## src/inc/flash_host_pkg.sv

```systemverilog
// Constants, carriers and state layout for the parallel flash host controller
// Notes on behaviour
// - Resume is data 30 at any address; honoured only while suspended.
// - Program, erase and identification commands start with AA at 555 then 55 at 2AA.
// - Third write picks program A0, or erase 80 then chip 10 or sector 30.
// - F0 at any address returns to array reading; exits identification or failure.
// - Identification is unlock pair plus 90 at 555, then a read.
// - After top bit turns true, read the full byte again on a later cycle.
// - When failure bit is 1, re-read the polling bit before declaring failure.
package flash_host_pkg;

  // Flash geometry
  localparam int ADDR_W = 19;
  localparam int DATA_W = 8;

  // Command bytes and unlock addresses
  localparam logic [ADDR_W-1:0] UNLOCK_ADDR_1 = 19'h0_0555;
  localparam logic [ADDR_W-1:0] UNLOCK_ADDR_2 = 19'h0_02aa;
  localparam logic [7:0] CMD_UNLOCK_1 = 8'haa;
  localparam logic [7:0] CMD_UNLOCK_2 = 8'h55;
  localparam logic [7:0] CMD_PROGRAM = 8'ha0;
  localparam logic [7:0] CMD_ERASE_SETUP = 8'h80;
  localparam logic [7:0] CMD_CHIP_ERASE = 8'h10;
  localparam logic [7:0] CMD_SECTOR_ERASE = 8'h30;
  localparam logic [7:0] CMD_RESUME = 8'h30;
  localparam logic [7:0] CMD_SUSPEND = 8'hb0;
  localparam logic [7:0] CMD_RESET = 8'hf0;
  localparam logic [7:0] CMD_IDENT = 8'h90;

  // Status bit positions on the data lines
  localparam int POLL_BIT = 7;
  localparam int FAIL_BIT = 5;

  // Bus timing at the clock rate
  localparam int CLK_MHZ = 200;
  localparam int T_ACC_NS = 70;
  localparam int T_WP_NS = 35;
  localparam int T_REC_NS = 30;
  localparam int SYNC_STAGES = 2;
  localparam int RD_CYC = (T_ACC_NS * CLK_MHZ + 999) / 1000 + SYNC_STAGES;
  localparam int WP_CYC = (T_WP_NS * CLK_MHZ + 999) / 1000;
  localparam int REC_CYC = (T_REC_NS * CLK_MHZ + 999) / 1000;
  localparam int CNT_W = 5;

  // Software register offsets
  localparam logic [7:0] REG_CTRL = 8'h00;
  localparam logic [7:0] REG_ADDR = 8'h04;
  localparam logic [7:0] REG_WDATA = 8'h08;
  localparam logic [7:0] REG_STATUS = 8'h0c;
  localparam logic [7:0] REG_RDATA = 8'h10;
  localparam int CTRL_POLL_BIT = 8;

  // Operations that software may start
  typedef enum logic [3:0] {
    OP_READ = 4'h0,
    OP_RESET = 4'h1,
    OP_PROGRAM = 4'h2,
    OP_CHIP_ERASE = 4'h3,
    OP_SECTOR_ERASE = 4'h4,
    OP_SECTOR_ADD = 4'h5,
    OP_SUSPEND = 4'h6,
    OP_RESUME = 4'h7,
    OP_IDENT = 4'h8,
    OP_POLL = 4'h9
  } op_t;

  typedef enum logic [2:0] {
    PH_IDLE = 3'b000,
    PH_SETUP = 3'b001,
    PH_STROBE = 3'b010,
    PH_HOLD = 3'b011,
    PH_RECOVER = 3'b100
  } phase_t;

  // APB carriers
  typedef struct packed {
    logic psel;
    logic penable;
    logic pwrite;
    logic [7:0] paddr;
    logic [31:0] pwdata;
  } apb_req_t;

  typedef struct packed {
    logic [31:0] prdata;
    logic pready;
    logic pslverr;
  } apb_rsp_t;

  // Flash pin outputs
  typedef struct packed {
    logic ce_n;
    logic we_n;
    logic oe_n;
    logic [ADDR_W-1:0] addr;
    logic [DATA_W-1:0] dq_out;
    logic dq_oe;
  } flash_pins_t;

  // One bus cycle of a command sequence
  typedef struct packed {
    logic wr;
    logic [ADDR_W-1:0] addr;
    logic [DATA_W-1:0] data;
    logic last;
  } bus_cycle_t;

  // Whole controller state
  typedef struct packed {
    phase_t phase;
    op_t op;
    logic [2:0] step;
    logic [ADDR_W-1:0] addr;
    logic [DATA_W-1:0] wdata;
    logic poll_en;
    logic in_poll;
    logic [1:0] poll_stage;
    logic fin;
    logic [CNT_W-1:0] cnt;
    logic [DATA_W-1:0] rd_data;
    logic busy;
    logic done;
    logic fail;
    logic [DATA_W-1:0] sync1;
    logic [DATA_W-1:0] sync2;
    flash_pins_t pins;
    apb_rsp_t rsp;
  } state_t;

  localparam flash_pins_t PINS_IDLE = '{ce_n: 1'b1, we_n: 1'b1, oe_n: 1'b1,
                                         addr: '0, dq_out: '0, dq_oe: 1'b0};

endpackage : flash_host_pkg

```

## src/core/flash_host.sv

```systemverilog
// Host controller that drives a parallel flash through its command sequences
//
// Local design decisions: the APB slave port and the address map.
`timescale 1ns/100ps
`default_nettype none

module flash_host (
  // Clock and reset
  input wire logic pclk,
  input wire logic presetn,
  // APB slave
  input wire flash_host_pkg::apb_req_t apb_req,
  output var flash_host_pkg::apb_rsp_t apb_rsp,
  // Flash pins
  output var flash_host_pkg::flash_pins_t flash_pins,
  input wire logic [flash_host_pkg::DATA_W-1:0] flash_dq_in
);
  import flash_host_pkg::*;

  localparam logic [CNT_W-1:0] RD_CNT = CNT_W'(RD_CYC);
  localparam logic [CNT_W-1:0] WP_CNT = CNT_W'(WP_CYC);
  localparam logic [CNT_W-1:0] REC_CNT = CNT_W'(REC_CYC);

  state_t s_r;
  state_t s_nxt;

  // Write cycle helper
  function automatic bus_cycle_t wcyc(input logic [ADDR_W-1:0] a, input logic [7:0] d,
                                      input logic last);
    wcyc = '{wr: 1'b1, addr: a, data: d, last: last};
  endfunction : wcyc

  // Bus cycle at a given step of an operation's command sequence
  function automatic bus_cycle_t seq_step(input op_t op, input logic [2:0] step,
                                          input logic [ADDR_W-1:0] a,
                                          input logic [7:0] d);
    bus_cycle_t c;
    c = '{wr: 1'b0, addr: a, data: '0, last: 1'b1};
    unique case (op)
      OP_PROGRAM, OP_CHIP_ERASE, OP_SECTOR_ERASE, OP_IDENT: begin
        unique case (step)
          3'd0: c = wcyc(UNLOCK_ADDR_1, CMD_UNLOCK_1, 1'b0);
          3'd1: c = wcyc(UNLOCK_ADDR_2, CMD_UNLOCK_2, 1'b0);
          3'd2: begin
            if (op == OP_PROGRAM) begin
              c = wcyc(UNLOCK_ADDR_1, CMD_PROGRAM, 1'b0);
            end else if (op == OP_IDENT) begin
              c = wcyc(UNLOCK_ADDR_1, CMD_IDENT, 1'b0);
            end else begin
              c = wcyc(UNLOCK_ADDR_1, CMD_ERASE_SETUP, 1'b0);
            end
          end
          3'd3: begin
            if (op == OP_PROGRAM) begin
              c = wcyc(a, d, 1'b1);
            end else if (op == OP_IDENT) begin
              c = '{wr: 1'b0, addr: a, data: '0, last: 1'b1};
            end else begin
              c = wcyc(UNLOCK_ADDR_1, CMD_UNLOCK_1, 1'b0);
            end
          end
          3'd4: c = wcyc(UNLOCK_ADDR_2, CMD_UNLOCK_2, 1'b0);
          default: begin
            if (op == OP_CHIP_ERASE) begin
              c = wcyc(UNLOCK_ADDR_1, CMD_CHIP_ERASE, 1'b1);
            end else begin
              c = wcyc(a, CMD_SECTOR_ERASE, 1'b1);
            end
          end
        endcase
      end
      OP_RESET: c = wcyc(a, CMD_RESET, 1'b1);
      OP_SUSPEND: c = wcyc(a, CMD_SUSPEND, 1'b1);
      OP_RESUME: c = wcyc(a, CMD_RESUME, 1'b1);
      OP_SECTOR_ADD: c = wcyc(a, CMD_SECTOR_ERASE, 1'b1);
      default: c = '{wr: 1'b0, addr: a, data: '0, last: 1'b1};
    endcase
    seq_step = c;
  endfunction : seq_step

  bus_cycle_t cyc;
  logic target_bit;
  logic [DATA_W-1:0] rd;
  logic acc_phase;
  logic wr_done;

  // Sequencer, read polling and APB slave in one next-state process
  always_comb begin
    s_nxt = s_r;
    rd = s_r.sync2;
    // Program polls for the true datum bit, erase polls for a one
    target_bit = (s_r.op == OP_PROGRAM) ? s_r.wdata[POLL_BIT] : 1'b1;
    if (s_r.in_poll) begin
      cyc = '{wr: 1'b0, addr: s_r.addr, data: '0, last: 1'b0};
    end else begin
      cyc = seq_step(s_r.op, s_r.step, s_r.addr, s_r.wdata);
    end

    // Two-stage input synchroniser
    s_nxt.sync1 = flash_dq_in;
    s_nxt.sync2 = s_r.sync1;

    unique case (s_r.phase)
      PH_IDLE: begin
        s_nxt.pins = PINS_IDLE;
      end
      PH_SETUP: begin
        // Chip enable and address lead the strobe so the address latches on it
        s_nxt.pins.addr = cyc.addr;
        s_nxt.pins.dq_out = cyc.data;
        s_nxt.pins.dq_oe = cyc.wr;
        s_nxt.pins.ce_n = 1'b0;
        s_nxt.cnt = cyc.wr ? WP_CNT : RD_CNT;
        s_nxt.phase = PH_STROBE;
      end
      PH_STROBE: begin
        s_nxt.pins.we_n = ~cyc.wr;
        s_nxt.pins.oe_n = cyc.wr;
        s_nxt.cnt = s_r.cnt - CNT_W'(1);
        if (s_r.cnt == '0) begin
          // Strobe rises first while data still driven and chip enabled
          s_nxt.pins.we_n = 1'b1;
          s_nxt.pins.oe_n = 1'b1;
          s_nxt.phase = PH_HOLD;
          if (s_r.in_poll) begin
            unique case (s_r.poll_stage)
              2'd0: begin
                if (rd[POLL_BIT] == target_bit) begin
                  s_nxt.poll_stage = 2'd1;
                end else if (rd[FAIL_BIT]) begin
                  s_nxt.poll_stage = 2'd2;
                end
              end
              2'd1: begin
                s_nxt.rd_data = rd;
                s_nxt.fin = 1'b1;
              end
              default: begin
                if (rd[POLL_BIT] == target_bit) begin
                  s_nxt.poll_stage = 2'd1;
                end else begin
                  s_nxt.rd_data = rd;
                  s_nxt.fail = 1'b1;
                  s_nxt.fin = 1'b1;
                end
              end
            endcase
          end else if (!cyc.last) begin
            s_nxt.step = s_r.step + 3'd1;
          end else if (!cyc.wr) begin
            s_nxt.rd_data = rd;
            s_nxt.fin = 1'b1;
          end else if (s_r.poll_en) begin
            s_nxt.in_poll = 1'b1;
          end else begin
            s_nxt.fin = 1'b1;
          end
        end
      end
      PH_HOLD: begin
        s_nxt.pins.ce_n = 1'b1;
        s_nxt.pins.dq_oe = 1'b0;
        s_nxt.cnt = REC_CNT;
        s_nxt.phase = PH_RECOVER;
      end
      default: begin
        s_nxt.cnt = s_r.cnt - CNT_W'(1);
        if (s_r.cnt == '0) begin
          if (s_r.fin) begin
            s_nxt.phase = PH_IDLE;
            s_nxt.busy = 1'b0;
            s_nxt.done = 1'b1;
          end else begin
            s_nxt.phase = PH_SETUP;
          end
        end
      end
    endcase

    // APB access phase answers one cycle after it opens
    acc_phase = apb_req.psel && apb_req.penable;
    wr_done = acc_phase && s_r.rsp.pready && apb_req.pwrite;
    s_nxt.rsp.pready = acc_phase && !s_r.rsp.pready;
    s_nxt.rsp.pslverr = 1'b0;
    if (acc_phase && !s_r.rsp.pready) begin
      s_nxt.rsp.prdata = '0;
      unique case (apb_req.paddr)
        REG_CTRL: s_nxt.rsp.prdata = {23'h00_0000, s_r.poll_en, 4'h0, s_r.op};
        REG_ADDR: s_nxt.rsp.prdata = {13'h0000, s_r.addr};
        REG_WDATA: s_nxt.rsp.prdata = {24'h00_0000, s_r.wdata};
        REG_STATUS: s_nxt.rsp.prdata = {29'h0000_0000, s_r.fail, s_r.done, s_r.busy};
        REG_RDATA: s_nxt.rsp.prdata = {24'h00_0000, s_r.rd_data};
        default: s_nxt.rsp.pslverr = 1'b1;
      endcase
    end

    // Register writes take effect at the completing edge; writes while busy are dropped
    if (wr_done && !s_r.busy) begin
      unique case (apb_req.paddr)
        REG_ADDR: s_nxt.addr = apb_req.pwdata[ADDR_W-1:0];
        REG_WDATA: s_nxt.wdata = apb_req.pwdata[DATA_W-1:0];
        REG_CTRL: begin
          s_nxt.op = op_t'(apb_req.pwdata[3:0]);
          s_nxt.poll_en = apb_req.pwdata[CTRL_POLL_BIT];
          s_nxt.step = '0;
          s_nxt.in_poll = (op_t'(apb_req.pwdata[3:0]) == OP_POLL);
          s_nxt.poll_stage = '0;
          s_nxt.fin = 1'b0;
          s_nxt.busy = 1'b1;
          s_nxt.done = 1'b0;
          s_nxt.fail = 1'b0;
          s_nxt.phase = PH_SETUP;
        end
        default: begin
        end
      endcase
    end
  end

  // State register
  always_ff @(posedge pclk or negedge presetn) begin
    if (!presetn) begin
      s_r <= '{phase: PH_IDLE, op: OP_READ, pins: PINS_IDLE, default: '0};
    end else begin
      s_r <= s_nxt;
    end
  end

  assign apb_rsp = s_r.rsp;
  assign flash_pins = s_r.pins;

endmodule : flash_host

`default_nettype wire

```

## config.mk

```make
export PLATFORM = sky130hd
export DESIGN_NAME = flash_host
export DESIGN_NICKNAME = d
export VERILOG_FILES = /design/src/inc/flash_host_pkg.sv /design/src/core/flash_host.sv
export SDC_FILE = /design/constraint.sdc
export NUM_CORES = 1
export LEC_CHECK = 0
export BUFFER_PORTS_ARGS = -buffer_cell sky130_fd_sc_hd__buf_2
export CORE_UTILIZATION = 56
export CTS_CLUSTER_DIAMETER = 120
export DETAILED_ROUTE_END_ITERATION = 7
export MAX_ROUTING_LAYER = met4
export PLACE_DENSITY = 0.81
export SLEW_MARGIN = 5
export SYNTH_ARGS = -nofsm -noshare
export SYNTH_HDL_FRONTEND = slang
export SYNTH_SLANG_ARGS = --single-unit
```

## constraint.sdc

```tcl
create_clock -name pclk -period 6.7 [get_ports pclk]
set_input_delay 0.335 -clock pclk [delete_from_list [all_inputs] [get_ports pclk]]
set_output_delay 0.335 -clock pclk [all_outputs]
set_load 0.005 [all_outputs]
```

# After elaboration in Yosys (flattened, before gate mapping)

Index checks and enable logic that the tools add are counted.

$add $sub $neg: 2
Multiply operators: 0
Divide/modulo/power cells: 0
Magnitude comparators: 0
Equality and inequality tests: 25
Shifts and indexed selects: 0
Muxes and demuxes: 64
Bitwise logic cells: 1
Reductions and logical operators: 27

Operators with widths:

| cell                                           | count |
|---|---|
| case mux 29 bit (4 select lines)               | 2 |
| case mux 19 bit (5 select lines)               | 1 |
| two-way mux 29 bit                             | 3 |
| case mux 27 bit (2 select lines)               | 1 |
| two-way mux 42 bit                             | 1 |
| two-way mux 8 bit                              | 5 |
| two-way mux 28 bit                             | 1 |
| two-way mux 3 bit                              | 8 |
| two-way mux 19 bit                             | 1 |
| two-way mux 1 bit                              | 18 |
| == test 4 x 3 -> 1 bit (second input constant) | 4 |
| == test 8 x 4 -> 1 bit (second input constant) | 2 |
| two-way mux 2 bit                              | 8 |
| case mux 8 bit (2 select lines)                | 1 |
| case mux 5 bit (3 select lines)                | 1 |
| == test 3 x 2 -> 1 bit (second input constant) | 4 |
| case mux 3 bit (4 select lines)                | 1 |
| two-way mux 10 bit                             | 1 |
| two-way mux 5 bit                              | 2 |
| == test 4 x 2 -> 1 bit (second input constant) | 2 |
| == test 4 bit (second input constant)          | 2 |
| == test 8 x 3 -> 1 bit (second input constant) | 1 |
| == test 8 x 5 -> 1 bit (second input constant) | 1 |
| logical NOT 8 bit                              | 1 |
| other kinds (26)                               | 47 |

Register bits: 139
Latch bits: 0
Bits in writable memories: 0
ROM bits: 0
Bits of input ports: 53
Output and inout port bits: 65
Word-level logic and storage cells: 144
Memories: 0

# Depth between registers and ports, before layout

Depth in word-level cells: 13
Mapped depth: 7
Depth with buffers taken out: 7

# Worst setup path before layout

No wires, ideal clock.

Path type: register to register
From: reg s_r[135] in the netlist's numbering
To: reg s_r[84] in the netlist's numbering
Setup time: 0.125 ns
Data arrival time: 2.177 ns
Required time: 6.575 ns
Slack: 4.399 ns
Stages on the path, launching flop included: 7
Buffers on the path: 1
Clock period less this slack: 2.301 ns
Path through: dfrtp_1 buf_2 or3b_1 or4_1 a311o_1 nand3_2 mux2_2

Longest elaborated chain between the ends: 8
Elaborated cells between the ends (all ways): 22
Those cells by class: eq/ne: 11; mux: 7; reduce/logical: 4

RTL lines:

| element                                                       | RTL line                           | source |
|---|---|---|
| from (decl)                                                   | flash_host.sv:24                   | `state_t s_r;` |
| from (signal assigned)                                        | flash_host.sv:225                  | `s_r <= s_nxt;` |
| == test 4 bit                                                 | flash_host.sv:39, flash_host.sv:56 |  |
| two-way mux 29 bit                                            | flash_host.sv:56                   | `end else if (op == OP_IDENT) begin` |
| two-way mux 29 bit                                            | flash_host.sv:54                   | `if (op == OP_PROGRAM) begin` |
| case mux 29 bit (4 select lines)                              | flash_host.sv:41                   | `unique case (step)` |
| case mux 29 bit (4 select lines)                              | flash_host.sv:39                   | `unique case (op)` |
| two-way mux 29 bit                                            | flash_host.sv:93                   | `if (s_r.in_poll) begin` |
| != test 2 bit (no line) or nonzero test 2 bit (tied branches) | n/a                                |  |
| AND reduction 6 bit (no line) *                               | n/a                                |  |

Every way passes the cells marked *; elsewhere a longest branch is shown, timed or not.
A chain may end at the register's enable or synchronous reset.

# Worst setup path after layout

From: reg s_r[131] in the netlist's numbering
To: reg s_r (netlist bit flash_pins[20])

Longest elaborated chain between the ends: 6
Elaborated cells between the ends (all ways): 10
Those cells by class: eq/ne: 4; mux: 4; reduce/logical: 2

RTL lines:

| element                                                 | RTL line          | source |
|---|---|---|
| == test 3 bit or == test 3 x 1 -> 1 bit (tied branches) | flash_host.sv:41  |  |
| OR reduction 2 bit (no line)                            | n/a               |  |
| case mux 29 bit (4 select lines) *                      | flash_host.sv:41  |  |
| case mux 29 bit (4 select lines) *                      | flash_host.sv:39  |  |
| two-way mux 29 bit *                                    | flash_host.sv:93  |  |
| case mux 27 bit (2 select lines) *                      | flash_host.sv:103 | `unique case (s_r.phase)` |

Marks and branches as above.

==> run_results.csv <==
group,metric,value,unit
synth,syn_area_per_cell,11.01,um^2
grt,grt_overflow_total,0,
sta,slew_headroom,0.3068,
status,status,"finished clean",
synth,synth_commonest_cells,"dfrtp_1, buf_4, mux2_2",
drt,num_vias,4518,
synth,yosysWarnings,0,
synth,synth_area_leaders,"dfrtp_1, buf_4, mux2_2",
layout,finalInstanceArea,6938,um^2
sta,slew_violations,0,
grt,grt_util_met2,0.4286,
drt,initialDrtViolationCount,233,
grt,grtUsageTotal,0.2702,
power_and_ir_drop,p_clk_frac,0.433,
drt,ant_nets,0,
grt,grt_max_degree,84,
synth,async_flop_share,1.000,
power_and_ir_drop,power_switching,0.6070,mW
clock_tree,clockBufferDepth,2,
layout,diodes,0,
clock_tree,clkTransAtPathRegs,0.06,ns
synth,ys_types,66,
drt,drc,0,
drt,routed_wl,14.21,mm
drt,viasPerCell,5.992,
sta,hold_violations,0,
worst_setup_path,crit_required,7.14,ns
worst_setup_path,cp.arrival,3.63,ns
layout,finalNetCount,665,
sta,skew,0.009202,ns
placed_design,placed_area,6272,um^2
synth,synth_edf_count,0,
flow_run,max_cap_violations,0,
floorplanning,core_region_area,10510,um^2
synth,synth_area,6176,um^2
floorplanning,initial_core_util,0.5877,
worst_setup_path,worst-path-max-fanout,13,
grt,met3_usage,0.04134,
power_and_ir_drop,p_int,1.483,mW
power_and_ir_drop,ir_drop,0.1642,mV
floorplanning,dieArea,11450,um^2
clock_tree,cts_tree,"built",
power_and_ir_drop,switching_share,0.2904,
floorplanning,boundaryPins,118,
sta,fin_tns_setup,0,ns
synth,synth_most_common_cell,"dfrtp_1",
worst_setup_path,cp-start-kind,"flop",
grt,antenna_found_initial,0,
sta,tightest_slew,1.040,ns
worst_setup_path,setup.worst_path.class,"reg -> reg",
synth,yosys.area.top_type,"dfrtp_1",
sta,max_freq,0.3132,GHz
grt,grt_pass1_wl,22.87,mm
synth,seq_area_frac_synth,0.5111,
floorplanning,rows,37,
grt,met1_usage,0.3593,
power_and_ir_drop,sequentialPowerShare,0.428,
power_and_ir_drop,combinationalPowerShare,0.139,
placed_design,port_buffers,91,
floorplanning,die_y,107.0,um
clock_tree,numCtsBuffers,17,
sta,setup_viol,0,
sta,rsz0062_at_grt,"false",
clock_tree,htreeDepth,4,
layout,drive_gt1_frac,0.2994,
synth,synth_top_area_frac,0.4984,
worst_setup_path,worstSetupEndpointType,"flop",
placed_design,dp.cells,713,
sta,min_period,3.193,ns
layout,area_delta_synth_final,12.34,%
synth,synth-main-ff-cell,"dfrtp_1",
clock_tree,root_buffer,"clkbuf_8",
sta,fin_crit_sh,0.4766,
grt,grt_pass1_vias,4518,
drt,drt_pass1_iterations,8,
synth,synthCells,561,
worst_setup_path,r2r_setup_slack,3.51,ns
synth,synth-seq-cells,126,
drt,drt-wirelength-per-cell,18.84,um
hold_path,hp-class,"in -> reg",
power_and_ir_drop,powerDensity,301.3,nW/um^2
floorplanning,die_w,107.0,um
clock_tree,insertion_delay,0.51,ns
layout,final_cells,754,
clock_tree,cts.sinks,126,
placed_design,dp_hpwl,9.889,mm
power_and_ir_drop,leakagePower,3.395,nW
grt,grt.busiest_layer,"met2",
placed_design,gp_congestion,0.8782,
[layout make-up]
type	instances	area, um^2
Tap cell	136	170.2
Fill cell	796	3571
Multi-Input combinational cell	347	2431
Clock buffer	18	417.9
Inverter	11	41.29
Timing Repair Buffer	102	563.0
Clock inverter	14	157.7
Sequential cell	126	3157
[per-layer routing]
layer	vias up	share of wire
met5	-	0
met4	0	0.016
met3	20	0.056
met2	183	0.49
met1	2269	0.44
li1	2046	-
[flip-flops by register name, summed over array words and instances, names as in the netlist]
signal / count
flash_pins: 31
rd: 8
s_r: 58
apb_rsp: 21
s_nxt: 8
[power by group through the flow]
stage               Clock (mW)  Combinational (mW)  Sequential (mW)
finish                   0.906               0.290            0.895
global route             0.947               0.324            0.902
CTS                      0.907               0.290            0.891
global placement             0               0.262            0.900
floorplan                    0               0.230            0.875
detailed placement           0               0.283            0.904
[metrics by stage]
| stage | hold slack (ns) | util | power, mW | setup slack, ns |
|---|---|---|---|---|
| global placement | 0.3336 | 0.5969 | 1.162 | 3.622 |
| detailed placement | 0.3363 | 0.5969 | 1.187 | 3.584 |
| CTS | 0.04936 | 0.6602 | 2.089 | 3.568 |
| finish | 0.05649 | 0.6602 | 2.090 | 3.507 |
| global route | 0.04403 | 0.6602 | 2.173 | 3.294 |
| floorplan | 0.03941 | - | 1.105 | 4.399 |
[cells by family (layout without fill, tap and decap cells)]
family / after synthesis / count (layout) / share of synthesized area
xor gates and xnor gates: 4 / 4 / 0.005674
DFF: 126 / 126 / 0.5111
and+or+nand+nor: 151 / 151 / 0.1335
adders and majority gates: 7 / 7 / 0.01418
buffers and inverters: 100 / 145 / 0.1025
muxes: 45 / 45 / 0.08185
AOI/OAI and AO/OA: 127 / 127 / 0.1505
other: 1 / 13 / 0.0006072
[worst max-delay path, stage by stage, from the launching register on]
cell	delay (ns)
dfrtp_1	0.43
inv_1	0.17
ha_1	0.44
inv_1	0.22
nor4_1	0.76
nor3_1	0.24
nor3_2	0.64
a22o_1	0.23
[worst paths after layout]
| kind | startpoint | to | depth (start not counted) |
|---|---|---|---|
| setup / recovery | s_r[131] | flash_pins[20] | 7 |
| hold / removal | apb_req[13] | s_r[123] | 2 |
| setup reg to reg | s_r[131] | flash_pins[20] | 7 |
| hold reg to reg | s_nxt[71] | rd[6] | 0 |
| max in group asynchronous | presetn | s_r[136] | 3 |
| min in group asynchronous | presetn | s_r[86] | 2 |
[cell usage in the layout (no fill, tap or decap), types with 3 or more instances in the layout]
cell           count
o41ai_1            3
and3_1             3
a31oi_1            6
o31ai_1            8
inv_6              5
nand3_1            6
o21ai_0           19
ha_1               7
dfstp_2            3
a21oi_1           20
a22oi_1            5
a22o_1            25
or3_1              8
conb_1            13
clkbuf_16         16
a211oi_1           5
buf_4              3
o211ai_1           4
dlygate4sd3_1      9
buf_2             90
inv_1             11
xnor2_1            3
dfrtp_1          123
and2_1             4
nor3_1            13
nand2b_1           5
a21o_1             4
mux2_2            42
a221oi_1           4
nor2_1            37
nor2b_1            9
nand2_1           38
a221o_1            9
or2_2              3
nor4b_1            4
[what timing repair did]
action	CTS	global route
endpoints found under the hold margin	51	0
endpoints found under the setup margin	0	0
buffers inserted	0	0
resized for setup	0	0
hold buffers	9	0
No activity file was read; power rests on OpenSTA's default activity.
